==> config.mk <==
export PLATFORM = sky130hd
export DESIGN_NAME = autoneg_page_registers
export DESIGN_NICKNAME = d
export VERILOG_FILES = /design/src/verilog/autoneg_page_pkg.sv /design/src/verilog/autoneg_page_registers.sv
export SDC_FILE = /design/constraint.sdc
export NUM_CORES = 1
export LEC_CHECK = 0
export BUFFER_PORTS_ARGS = -buffer_cell sky130_fd_sc_hd__buf_4
export CAP_MARGIN = 20
export CORE_AREA = 3 3 87 89
export DETAILED_ROUTE_END_ITERATION = 8
export DIE_AREA = 0 0 90 92
export HOLD_SLACK_MARGIN = 0.08
export PLACE_DENSITY = 0.83
export SLEW_MARGIN = 20
export SYNTH_ARGS = -nofsm -noshare
export SYNTH_HDL_FRONTEND = slang
export SYNTH_SLANG_ARGS = --single-unit
export TNS_END_PERCENT = 50
==> constraint.sdc <==
create_clock -name core_clk_i -period 2.6 [get_ports core_clk_i]
set_clock_uncertainty 0.1 [all_clocks]
set_input_delay 0.26 -clock core_clk_i [delete_from_list [all_inputs] [get_ports core_clk_i]]
set_output_delay 0.26 -clock core_clk_i [all_outputs]
set_load 0.01 [all_outputs]
==> src/verilog/autoneg_page_pkg.sv <==
package autoneg_page_pkg;

    // ****************************************
    // Register offsets
    // ****************************************
    localparam logic [4:0] partner_ability_addr = 5'h05;
    localparam logic [4:0] negotiation_expansion_addr = 5'h06;
    localparam logic [4:0] local_next_page_addr = 5'h07;
    localparam logic [4:0] partner_next_page_addr = 5'h08;
    localparam logic [4:0] digital_control_addr = 5'h10;
    localparam logic [4:0] analog_frontend_control_addr = 5'h11;

    // ****************************************
    // Field positions
    // ****************************************
    localparam int next_page_bit = 15;
    localparam int ack_bit = 14;
    localparam int remote_fault_bit = 13;
    localparam int message_page_bit = 13;
    localparam int comply_bit = 12;
    localparam int toggle_bit = 11;
    localparam int pll_off_bit = 4;

    // ****************************************
    // Reset values and write masks
    // ****************************************
    localparam logic [15:0] partner_ability_reset = 16'h0001;
    localparam logic [4:0] selector_reset = 5'h01;
    localparam logic [10:0] local_message_reset = 11'h001;
    localparam logic local_message_page_reset = 1'b1;
    localparam logic local_np_able_reset = 1'b1;
    localparam logic [15:0] digital_control_reset = 16'h0000;
    localparam logic [15:0] analog_control_reset = 16'h0000;
    localparam logic [15:0] digital_control_wmask = 16'hFFFF;
    localparam logic [15:0] analog_control_wmask = 16'hFFC0;

    // ****************************************
    // Carriers
    // ****************************************
    typedef struct packed {
        logic next_page;
        logic ack;
        logic remote_fault;
        logic [1:0] pause;
        logic t4;
        logic tx_full;
        logic tx_half;
        logic t_full;
        logic t_half;
        logic [4:0] selector;
    } base_page_type;

    typedef struct packed {
        logic more_pages;
        logic ack;
        logic message_page;
        logic message_comply_flag;
        logic toggle;
        logic [10:0] message;
    } next_page_type;

    typedef struct packed {
        logic read;
        logic write;
        logic [4:0] addr;
        logic [15:0] wdata;
    } mgmt_req_type;

endpackage

==> src/verilog/autoneg_page_registers.sv <==
`timescale 1ns/1ps

module autoneg_page_registers
    import autoneg_page_pkg::*;
(
    input wire logic core_clk_i,
    input wire logic reset_i,
    input wire mgmt_req_type mgmt_req_i,
    output logic [15:0] mgmt_rdata_o,
    input wire logic base_page_valid_i,
    input wire base_page_type base_page_i,
    input wire logic partner_an_able_i,
    input wire logic next_page_valid_i,
    input wire next_page_type next_page_i,
    input wire logic page_received_i,
    input wire logic parallel_fault_i,
    input wire logic page_sent_i,
    input wire logic energy_detect_powerdown_i,
    output next_page_type local_page_o,
    output logic pll_enable_o
);

    // ****************************************
    // Helpers
    // ****************************************
    // One address compare shared by every register decode
    function automatic logic addr_hit(input logic [4:0] addr, input logic [4:0] offset);
        return addr == offset;
    endfunction

    // Latching-high update; the set wins so an event in the read cycle survives
    function automatic logic latch_next(input logic held, input logic set_in,
        input logic clear_in);
        return set_in || (held && !clear_in);
    endfunction

    // Partner reset image without the reserved bit 12
    localparam base_page_type partner_base_reset =
        {partner_ability_reset[15:13], partner_ability_reset[11:0]};

    // ****************************************
    // State
    // ****************************************
    // Partner side, captured from the exchange
    base_page_type partner_base;
    next_page_type partner_np;
    logic partner_able;
    // Latching status flags
    logic fault_latch;
    logic page_latch;
    // Local next page fields, software owned apart from the toggle
    logic local_more_pages;
    logic local_message_page;
    logic local_message_comply_flag;
    logic [10:0] local_message;
    logic local_toggle;
    // Toggle history of the last sent word and its partner-side inverse
    logic sent_toggle;
    logic partner_toggle;
    // Control registers
    logic [15:0] digital_control;
    logic [15:0] analog_control;

    // ****************************************
    // Decode
    // ****************************************
    // Register selects from the management address
    wire logic hit_ability = addr_hit(mgmt_req_i.addr, partner_ability_addr);
    wire logic hit_expansion = addr_hit(mgmt_req_i.addr, negotiation_expansion_addr);
    wire logic hit_local = addr_hit(mgmt_req_i.addr, local_next_page_addr);
    wire logic hit_partner_np = addr_hit(mgmt_req_i.addr, partner_next_page_addr);
    wire logic hit_digital = addr_hit(mgmt_req_i.addr, digital_control_addr);
    wire logic hit_analog = addr_hit(mgmt_req_i.addr, analog_frontend_control_addr);
    // Qualified strobes
    wire logic read_expansion = mgmt_req_i.read && hit_expansion;
    wire logic write_local = mgmt_req_i.write && hit_local;
    wire logic write_digital = mgmt_req_i.write && hit_digital;
    wire logic write_analog = mgmt_req_i.write && hit_analog;

    // ****************************************
    // Next values
    // ****************************************
    // Latch updates; only a read of the expansion register clears them
    wire logic next_fault_latch =
        latch_next(fault_latch, parallel_fault_i, read_expansion);
    wire logic next_page_latch =
        latch_next(page_latch, page_received_i, read_expansion);
    // Written control words lose their read-only bits here
    wire logic [15:0] next_digital = mgmt_req_i.wdata & digital_control_wmask;
    wire logic [15:0] next_analog = mgmt_req_i.wdata & analog_control_wmask;

    // ****************************************
    // Read images
    // ****************************************
    // Reserved positions are tied low so they always read zero
    wire logic [15:0] ability_image = {partner_base.next_page, partner_base.ack,
        partner_base.remote_fault, 1'b0, partner_base.pause, partner_base.t4,
        partner_base.tx_full, partner_base.tx_half, partner_base.t_full,
        partner_base.t_half, partner_base.selector};
    wire logic [15:0] expansion_image = {11'h000, fault_latch,
        partner_base.next_page, local_np_able_reset, page_latch,
        partner_able};
    wire logic [15:0] local_image = {local_more_pages, 1'b0,
        local_message_page, local_message_comply_flag, sent_toggle,
        local_message};
    wire logic [15:0] partner_np_image = {partner_np.more_pages, partner_np.ack,
        partner_np.message_page, partner_np.message_comply_flag, partner_toggle,
        partner_np.message};

    // Unmapped offsets fall through to zero
    wire logic [15:0] next_rdata =
        hit_ability ? ability_image :
        hit_expansion ? expansion_image :
        hit_local ? local_image :
        hit_partner_np ? partner_np_image :
        hit_digital ? digital_control :
        hit_analog ? analog_control : 16'h0000;

    // ****************************************
    // Partner capture
    // ****************************************
    // Words are taken as complete; the exchange has already checked them,
    // so a valid pulse with a damaged word would be stored as it stands
    // Base page, loaded on each received base word
    always_ff @(posedge core_clk_i) begin
        if (reset_i) begin
            partner_base <= partner_base_reset;
        end else if (base_page_valid_i) begin
            partner_base <= base_page_i;
        end
    end

    // Auto-negotiation ability travels with the base word
    always_ff @(posedge core_clk_i) begin
        if (reset_i) begin
            partner_able <= 1'b0;
        end else if (base_page_valid_i) begin
            partner_able <= partner_an_able_i;
        end
    end

    // Partner next page; its own toggle is not shown, see the history below
    always_ff @(posedge core_clk_i) begin
        if (reset_i) begin
            partner_np <= '0;
        end else if (next_page_valid_i) begin
            partner_np <= next_page_i;
        end
    end

    // ****************************************
    // Status latches
    // ****************************************
    // Parallel detection fault, held until software reads it
    always_ff @(posedge core_clk_i) begin
        if (reset_i) begin
            fault_latch <= 1'b0;
        end else begin
            fault_latch <= next_fault_latch;
        end
    end

    // Page received, held until software reads it
    always_ff @(posedge core_clk_i) begin
        if (reset_i) begin
            page_latch <= 1'b0;
        end else begin
            page_latch <= next_page_latch;
        end
    end

    // ****************************************
    // Local next page
    // ****************************************
    // More-pages bit, written by software for each page
    always_ff @(posedge core_clk_i) begin
        if (reset_i) begin
            local_more_pages <= 1'b0;
        end else if (write_local) begin
            local_more_pages <= mgmt_req_i.wdata[next_page_bit];
        end
    end

    // Message or unformatted page
    always_ff @(posedge core_clk_i) begin
        if (reset_i) begin
            local_message_page <= local_message_page_reset;
        end else if (write_local) begin
            local_message_page <= mgmt_req_i.wdata[message_page_bit];
        end
    end

    // Will-comply flag sent with the page
    always_ff @(posedge core_clk_i) begin
        if (reset_i) begin
            local_message_comply_flag <= 1'b0;
        end else if (write_local) begin
            local_message_comply_flag <= mgmt_req_i.wdata[comply_bit];
        end
    end

    // Message field; a new write before the send replaces the old one
    always_ff @(posedge core_clk_i) begin
        if (reset_i) begin
            local_message <= local_message_reset;
        end else if (write_local) begin
            local_message <= mgmt_req_i.wdata[10:0];
        end
    end

    // Toggle flips after every sent word; software cannot touch it
    always_ff @(posedge core_clk_i) begin
        if (reset_i) begin
            local_toggle <= 1'b0;
        end else if (page_sent_i) begin
            local_toggle <= ~local_toggle;
        end
    end

    // Toggle value of the word just sent
    always_ff @(posedge core_clk_i) begin
        if (reset_i) begin
            sent_toggle <= 1'b0;
        end else if (page_sent_i) begin
            sent_toggle <= local_toggle;
        end
    end

    // Inverse history; reads zero until a first word has gone out
    always_ff @(posedge core_clk_i) begin
        if (reset_i) begin
            partner_toggle <= 1'b0;
        end else if (page_sent_i) begin
            partner_toggle <= ~local_toggle;
        end
    end

    // ****************************************
    // Control and read data
    // ****************************************
    // Digital control, fully writable
    always_ff @(posedge core_clk_i) begin
        if (reset_i) begin
            digital_control <= digital_control_reset;
        end else if (write_digital) begin
            digital_control <= next_digital;
        end
    end

    // Analog control; only the upper field is kept
    always_ff @(posedge core_clk_i) begin
        if (reset_i) begin
            analog_control <= analog_control_reset;
        end else if (write_analog) begin
            analog_control <= next_analog;
        end
    end

    // Read data captured at the read edge, held until the next read
    always_ff @(posedge core_clk_i) begin
        if (reset_i) begin
            mgmt_rdata_o <= 16'h0000;
        end else if (mgmt_req_i.read) begin
            mgmt_rdata_o <= next_rdata;
        end
    end

    // ****************************************
    // Outputs
    // ****************************************
    // PLL stops only when allowed and power-down is active
    assign pll_enable_o = !(digital_control[pll_off_bit] && energy_detect_powerdown_i);
    // Page handed to the transmitter; acknowledge is added downstream
    assign local_page_o = '{
        more_pages: local_more_pages,
        ack: 1'b0,
        message_page: local_message_page,
        message_comply_flag: local_message_comply_flag,
        toggle: local_toggle,
        message: local_message
    };

endmodule

# --- After elaboration in Yosys (flattened, before gate mapping) ---
# Cells that the tools add are included.
# W data, S select, Z words.
op_classes:
  n_mux: 6
  n_reduce_logical: 11
  n_bitwise: 1
  n_eq_ne: 6
op_table:
  columns: ["cell", "n"]
  rows:
  - ["$mux W16", 6]
  - ["$eq A5 B3 Y1 const B", 3]
  - ["$eq A5 B5 Y1 const B", 2]
  - ["$logic_and A1 B1 Y1", 7]
  - ["$eq A5 B4 Y1 const B", 1]
  - ["$logic_not A1 Y1", 2]
  - ["$logic_or A1 B1 Y1", 2]
  - ["$not A1 Y1", 1]
word_totals:
  out_inout_bits: 33
  input_bits: 63
  reg_bits: 91

# --- Logic depth before layout (Yosys ltp) ---
# Gate-level depths: netlist of the first run.
depth:
  depth_word: 7
  mapped_depth: 8

# --- Worst setup path before layout of the first run ---
# OpenSTA, ideal clock, no wires.
synth_timing:
  kind: "in2reg"
  from: "input mgmt_req_i[19] (netlist name)"
  to: "register mgmt_rdata_o[10]"
  arrival_ps: 1438
  path_slack_ps: 970
  setup_time_ps: 92
  path_buffers: 2
  stages: 6
  required_time_ps: 2408
  path_cell_list: "clkbuf_2 > or4b_1 > clkbuf_1 > o22ai_1 > a221oi_1 > o32ai_1"
synth_via:
  elab_chain_len: 7
  word_cells_on_any_way: 12
  classes_between: "6 x eq/ne; 6 x mux"
synth_rtl:
  columns: ["item", "line", "text"]
  rows:
  - ["start, declared", "autoneg_page_registers.sv:8", "input wire mgmt_req_type mgmt_req_i,"]
  - ["$eq A5 B5 Y1", "autoneg_page_registers.sv:28", "return addr == offset;"]
  - ["$mux W16", "autoneg_page_registers.sv:117", "hit_analog ? analog_control : 16'h0000;"]
  - ["$mux W16", "autoneg_page_registers.sv:116", "hit_digital ? digital_control :"]
  - ["$mux W16", "autoneg_page_registers.sv:115", "hit_partner_np ? partner_np_image :"]
  - ["$mux W16", "autoneg_page_registers.sv:114", "hit_local ? local_image :"]
  - ["$mux W16", "autoneg_page_registers.sv:113", "hit_expansion ? expansion_image :"]
  - ["$mux W16 (*)", "autoneg_page_registers.sv:112", "hit_ability ? ability_image :"]
  - ["end signal, assigned", "autoneg_page_registers.sv:264", "mgmt_rdata_o <= next_rdata;"]
  - ["end, declared", "autoneg_page_registers.sv:9", "output logic [15:0] mgmt_rdata_o,"]
# Every way passes the cells marked *; elsewhere a longest branch is shown, timed or not.
# A chain may end at the register's enable or synchronous reset.

# --- Worst setup path after layout of the first run ---
layout_timing:
  from: "input mgmt_req_i[20] (netlist name)"
  to: "register analog_control[11]"
layout_via:
  elab_chain_len: 2
layout_rtl:
  columns: ["item", "line", "text"]
  rows:
  - ["$eq A5 B5 Y1", "autoneg_page_registers.sv:28", null]
  - ["$logic_and A1 B1 Y1", "autoneg_page_registers.sv:78", "wire logic write_analog = mgmt_req_i.write && hit_analog;"]
  - ["end signal, assigned", "autoneg_page_registers.sv:253", "analog_control <= analog_control_reset;"]
  - ["end signal, assigned", "autoneg_page_registers.sv:255", "analog_control <= next_analog;"]
  - ["end, declared", "autoneg_page_registers.sv:62", "logic [15:0] analog_control;"]
# No other way between the ends.

==> results of run 1 <==
per-layer routing:
layer / track usage / up-vias
met1: 0.314 / 1753
met5: 0 / -
met3: 0.0541 / 31
li1: - / 1802
met2: 0.489 / 167
met4: 0.120 / 0
worst paths after layout:
check / startpoint / to / slack [ns] / cells past startpoint
worst max register to register: digital_control[12] / mgmt_rdata_o[12] / 1.40 / 4
worst min register to register: digital_control[9] / digital_control[9] / 0.36 / 2
worst max-delay path: mgmt_req_i[20] / analog_control[11] / 0.92 / 5
worst min-delay path: reset_i / ability_image[3] / 0.16 / 2
final cells by class:
cell class                 count  area share
clock buffer                  10      0.0260
tap                           96      0.0227
clock inverter                 6      0.0168
sequential                    91       0.344
multi-input combinational    314       0.358
inverter                       1    0.000708
timing repair buffer         147       0.232
registers in the layout (all words and copies together), names as in the netlist, 10 cells and up:
signal / count
mgmt_rdata_o: 16
analog_control: 10
partner_np: 15
ability_image: 15
local_message: 11
digital_control: 16
stage by stage:
stage          instances  area (um^2)  hold WS, ns
2_1_floorplan        449         3920        0.277
3_3_place_gp         599         4570        0.347
3_5_place_dp         599         4570        0.356
4_1_cts              665         5300        0.154
5_1_grt              665         5300        0.175
6_report             665         5300        0.164
power by group through the flow:
stage	Sequential, W	Clock [W]	Combinational, W
floorplan	0.00149	0	0.000157
global placement	0.00149	0	0.000263
detailed placement	0.00150	0	0.000269
CTS	0.00146	0.00107	0.000330
global route	0.00147	0.00112	0.000367
finish	0.00146	0.00106	0.000337
placed cells by master, fill, tap and decap left out, drive strengths merged, types with 3 or more instances in the layout:
cell and instances:
a21oi 44, o22ai 7, a221oi 9, nand2b 14, buf 97, mux2i 41, dlygate4sd3 50, clkbuf 10
nand2 64, and2 4, o21ai 5, a31oi 10, o22a 5, dfxtp 91, o32ai 16, nor2b 12
a22oi 7, nand3b 3, nor2 53, and3 3
critical path: cells and delay by family:
kind | cells | cell delay (ns)
simple gates | 3 | 1.07
buf+inv | 1 | 0.22
mux | 1 | 0.26
logic make-up (layout without fill, tap and decap cells):
| kind of cell | after synthesis | after routing | synth area share |
|---|---|---|---|
| AOI/OAI and AO/OA | 106 | 106 | 0.177 |
| xor gates and xnor gates | 1 | 1 | 0.00223 |
| buffers and inverters | 44 | 164 | 0.0511 |
| DFF | 91 | 91 | 0.465 |
| muxes | 42 | 42 | 0.108 |
| other | 1 | 1 | 0.000957 |
| and+or+nand+nor | 164 | 164 | 0.196 |
==> impl_metrics.env, run 1 <==
export IMPL_cts_root_buf="clkbuf_8"
export IMPL_max_vdd_ir_drop_mv=0.327
export IMPL_seq_area_frac_synth=0.465
export IMPL_coreArea_um2=6830
export IMPL_start_kind="primary input"
export IMPL_drc=0
export IMPL_synth_common_cells="dfxtp_1, nand2_1, nor2_1"
export IMPL_ys_seq_elements=91
export IMPL_synth_top_cell_by_area="dfxtp_1"
export IMPL_rows=30
export IMPL_via_per_inst=5.64
export IMPL_cts_buffers=9
export IMPL_route_final_wire_length_um=11200
export IMPL_rsz0062_at_grt="no"
export IMPL_maxCapViolations=0
export IMPL_final_hold_violation_count=0
export IMPL_globalplace_congestion=0.873
export IMPL_crit_path_top_delay_cell="and3_1"
export IMPL_synth_top_cell_area_share=0.465
export IMPL_critical_path_class="primary input to flop"
export IMPL_wl_met2_um=5710
export IMPL_place_ws_ns=0.543
export IMPL_fmax_mhz=594
export IMPL_cp_arrival_ns=1.81
export IMPL_clk_pin_slew_ns=0.08
export IMPL_grt_max_degree=64
export IMPL_first_global_vias=3650
export IMPL_p_int_w=0.00218
export IMPL_overflow=0
export IMPL_required_ns=2.72
export IMPL_syn_nets=512
export IMPL_setup_violations=0
export IMPL_async_flop_share=0
export IMPL_power_density_nw_per_um2=540
export IMPL_cp_end_kind="flop"
export IMPL_hold_buffers=50
export IMPL_fin_setup_tns_ns=0
export IMPL_netlist_area_um2=3920
export IMPL_clk_path_buf_depth=2
export IMPL_vias=3753
export IMPL_wl_met3_um=757
export IMPL_drive_gt1_frac=0.204
export IMPL_wirelength_met1_um=4390
export IMPL_worst_slew_pin_slew_ns=0.833
export IMPL_switching_share=0.237
export IMPL_port_buffers=93
export IMPL_htree_levels=3
export IMPL_min_period_ns=1.68
export IMPL_start_util=0.574
export IMPL_cts_setup_buffers=0
export IMPL_antenna_found_initial=0
export IMPL_firstDrtPassIters=5
export IMPL_utilization=0.776
export IMPL_synth_edf_count=0
export IMPL_yosysMostFrequentCell="dfxtp_1"
export IMPL_power_leakage_nw=2.12
export IMPL_p_comb_frac=0.118
export IMPL_crit_path_cell_trace="buf_4 -> nor4b_1 -> and3_1 -> mux2i_1 -> nor2_1"
export IMPL_antenna_left=0
export IMPL_ys_warn_count=0
export IMPL_clkLatencyLatePin_ns=0.36
export IMPL_slowest_delay_ns=0.61
export IMPL_seqPwrFrac=0.512
export IMPL_drt_initial_drc_count=299
export IMPL_multiInputGateArea_um2=1900
export IMPL_cts_sinks=91
export IMPL_die_h_um=92
export IMPL_min_path_type="primary input to flop"
export IMPL_ys_flop_type="dfxtp_1"
export IMPL_postSynthCellCount=449
export IMPL_hpwl_um=7300
export IMPL_synthTopCellsByArea="dfxtp_1, mux2i_1, nand2_1"
export IMPL_grt_usage=0.273
export IMPL_design_die_area_um2=8280
export IMPL_final_nets=627
export IMPL_areaGrowthSynthToFinish_pct=35.2
export IMPL_ys_types=38
export IMPL_ioPinCount=96
export IMPL_top_layer="met4"
export IMPL_slew_headroom=0.441
export IMPL_antenna_cells=0
export IMPL_p_total_w=0.00286
export IMPL_die_w_um=90
export IMPL_setup_slack_ns=0.917
export IMPL_cts_resized=0
export IMPL_fillCellCount=496
export IMPL_switching_power_w=0.000679
export IMPL_wl_per_cell_um=16.8
export IMPL_cts_tree="built"
export IMPL_slew_viol_final=0
export IMPL_register_area_um2=1820
export IMPL_p_clk_frac=0.371
export IMPL_outcome="complete, no violations"
export IMPL_worstPathMaxFanout=23
export IMPL_grt_first_pass_wirelength_um=18100
export IMPL_avgSynthCellArea_um2=8.73
export IMPL_post_route_period_util=0.647
Power figures use the tool's default switching activity.
==> inputs of run 2 (changes only) <==
- CORE_AREA: 3 3 87 89 -> 3 3 95 97
- DIE_AREA: 0 0 90 92 -> 0 0 98 100
- PLACE_DENSITY: 0.83 -> 0.74
- clock period: 2.6 -> 1.4 ns (I/O delays scaled with it)
==> run 2 against run 1 <==
  * Sequential power up 86%
  * Sequential share of layout area down 1.7 points
  * Core utilization down 9.7 points
  * Non-clock buffer count up 26
  * Flip-flop and latch count unchanged
  * First-iteration DRC count down 53%
  * Combinational power up 100%
  * Clock-buffer cell count down 1
  * Register-to-register slack worse by 1.2 ns
  * Die area up 18%
  * Worst hold slack worse by 0.068 ns
  * Critical path type unchanged
  * Critical endpoint is now mgmt_rdata_o[7]
  * Highest routed layer unchanged
==> impl_metrics.env, run 2 (synthesis results as in run 1) <==
export IMPL_outcome="complete, no violations"
export IMPL_firstDrtPassIters=5
export IMPL_cts_buffers=9
export IMPL_ioPinCount=96
export IMPL_switching_power_w=0.00129
export IMPL_route_final_wire_length_um=11400
export IMPL_port_buffers=93
export IMPL_drt_initial_drc_count=140
export IMPL_cts_sinks=91
export IMPL_cp_num_buf_inv=1
export IMPL_crit_path_top_delay_cell="or4b_1"
export IMPL_setup_violations=0
export IMPL_cp_arrival_ns=1.46
export IMPL_drive_gt1_frac=0.239
export IMPL_clk_pin_slew_ns=0.09
export IMPL_cts_tree="built"
export IMPL_htree_levels=3
export IMPL_worstPathMaxFanout=8
export IMPL_power_density_nw_per_um2=961
export IMPL_min_path_type="primary input to flop"
export IMPL_place_ws_ns=-0.264
export IMPL_start_kind="primary input"
export IMPL_min_period_ns=1.31
export IMPL_maxCapViolations=0
export IMPL_r2r_slack_ns=0.16
export IMPL_ff2ff_path_depth=4
export IMPL_areaGrowthSynthToFinish_pct=42.2
export IMPL_endpoint="mgmt_rdata_o[7]"
export IMPL_via_per_inst=5.43
export IMPL_p_int_w=0.00406
export IMPL_final_nets=653
export IMPL_rr_startpoint="digital_control[12]"
export IMPL_design_die_area_um2=9800
export IMPL_switching_share=0.241
export IMPL_p_comb_frac=0.126
export IMPL_overflow=0
export IMPL_required_ns=1.55
export IMPL_die_h_um=100
export IMPL_slew_viol_final=0
export IMPL_crit_family="simple AND/OR/NAND/NOR gates"
export IMPL_utilization=0.678
export IMPL_drc=0
export IMPL_fin_setup_tns_ns=0
export IMPL_antenna_found_initial=0
export IMPL_layout_common_cells="buf_4, dfxtp_1, nand2_1, nor2_1, dlygate4sd3_1"
export IMPL_slowest_delay_ns=0.68
export IMPL_placed_area_um2=4840
export IMPL_antenna_left=0
export IMPL_grt_max_degree=92
export IMPL_clk_path_buf_depth=2
export IMPL_final_hold_violation_count=0
export IMPL_critical_path_class="primary input to flop"
export IMPL_slew_headroom=0.576
export IMPL_max_vdd_ir_drop_mv=0.915
export IMPL_grt_usage=0.230
export IMPL_fmax_mhz=765
export IMPL_wl_per_cell_um=16.2
export IMPL_cp_end_kind="flop"
export IMPL_crit_path_cell_trace="buf_4 -> or4b_1 -> o22ai_1 -> a221oi_1 -> o32ai_1"
export IMPL_coreArea_um2=8220
export IMPL_worst_path_stages=5
export IMPL_reg_top3="digital_control (16), mgmt_rdata_o (16)"
export IMPL_hpwl_um=8100
export IMPL_vias=3803
export IMPL_start_util=0.477
export IMPL_reg2reg_to="mgmt_rdata_o[12]"
export IMPL_grt_first_pass_wirelength_um=18100
export IMPL_hold_depth=3
export IMPL_post_route_period_util=0.934
export IMPL_p_clk_frac=0.366
export IMPL_fin_hold_ws_ns=0.0960
export IMPL_clkLatencyLatePin_ns=0.35
export IMPL_cts_root_buf="clkbuf_8"
export IMPL_power_leakage_nw=2.27
export IMPL_rsz0062_at_grt="no"
export IMPL_globalplace_congestion=0.855
export IMPL_first_global_vias=3842
export IMPL_setup_slack_ns=0.0927
export IMPL_rows=33
export IMPL_antenna_cells=0
export IMPL_die_w_um=98
export IMPL_layout_commonest_cell="buf_4"
export IMPL_final_area_um2=5570
export IMPL_cp_startpoint="mgmt_req_i[18]"
export IMPL_worst_slew_pin_slew_ns=0.636
export IMPL_seqPwrFrac=0.508
==> run 2: cell count changes in the layout (fill, tap and decap cells not counted) <==
cell / before / now
o21ai_0: 4 / 5
clkbuf_8: 10 / 9
o21ai_1: 1 / 0
buf_4: 97 / 117
inv_6: 0 / 2
nor4b_2: 0 / 1
dlygate4sd3_1: 50 / 51
buf_12: 0 / 5
nor4b_1: 1 / 0
clkinvlp_4: 2 / 1
==> run 2: metal layers <==
metal,vias up,routed length [um],track usage
met3,34,699,0.0514
li1,1852,-,-
met2,139,5760,0.409
met4,0,410,0.103
met5,-,0,0
met1,1778,4500,0.264
==> run 2: area by class of cell <==
cell class | count | area, um^2
Tap cell | 105 | 131
Multi-Input combinational cell | 314 | 1900
Sequential cell | 91 | 1820
Inverter | 1 | 3.75
Fill cell | 647 | 2640
Timing Repair Buffer | 173 | 1490
Clock inverter | 7 | 98.8
Clock buffer | 9 | 124
==> run 2: how the worst min path moves through the flow <==
stage / start / end / slack (ns)
2_1_floorplan: parallel_fault_i / fault_latch / 0.16
6_report: mgmt_req_i[22] / mgmt_rdata_o[4] / 0.1
3_3_place_gp: parallel_fault_i / fault_latch / 0.25
5_1_grt: mgmt_req_i[22] / mgmt_rdata_o[2] / 0.08
3_5_place_dp: base_page_i[0] / ability_image[0] / 0.25
4_1_cts: mgmt_req_i[22] / mgmt_rdata_o[4] / 0.08
==> run 2: stage by stage <==
step | std cells | power, W
final | 700 | 0.00535
after CTS | 700 | 0.00539
after floorplan | 449 | 0.00306
after global placement | 633 | 0.00331
after detailed placement | 633 | 0.00333
after global routing | 700 | 0.00556
==> run 2: power groups by stage <==
stage	Sequential [W]	Combinational [W]	Clock (W)
2_1_floorplan	0.00276	0.000299	0
3_3_place_gp	0.00277	0.000540	0
3_5_place_dp	0.00278	0.000556	0
4_1_cts	0.00272	0.000671	0.00201
5_1_grt	0.00272	0.000733	0.00210
6_report	0.00272	0.000675	0.00196
==> run 2: repair_timing <==
| action | in CTS | in global routing |
|---|---|---|
| resized for setup | 0 | 0 |
| buffers inserted | 0 | 0 |
| endpoints found under the hold margin | 76 | 0 |
| hold buffers | 51 | 0 |
==> run 2: worst reg2reg max path: cells and delay by family, from the launching register on <==
kind | cells | cell delay [ns]
compound gates | 3 | 0.61
flops | 1 | 0.37
simple gates | 1 | 0.06
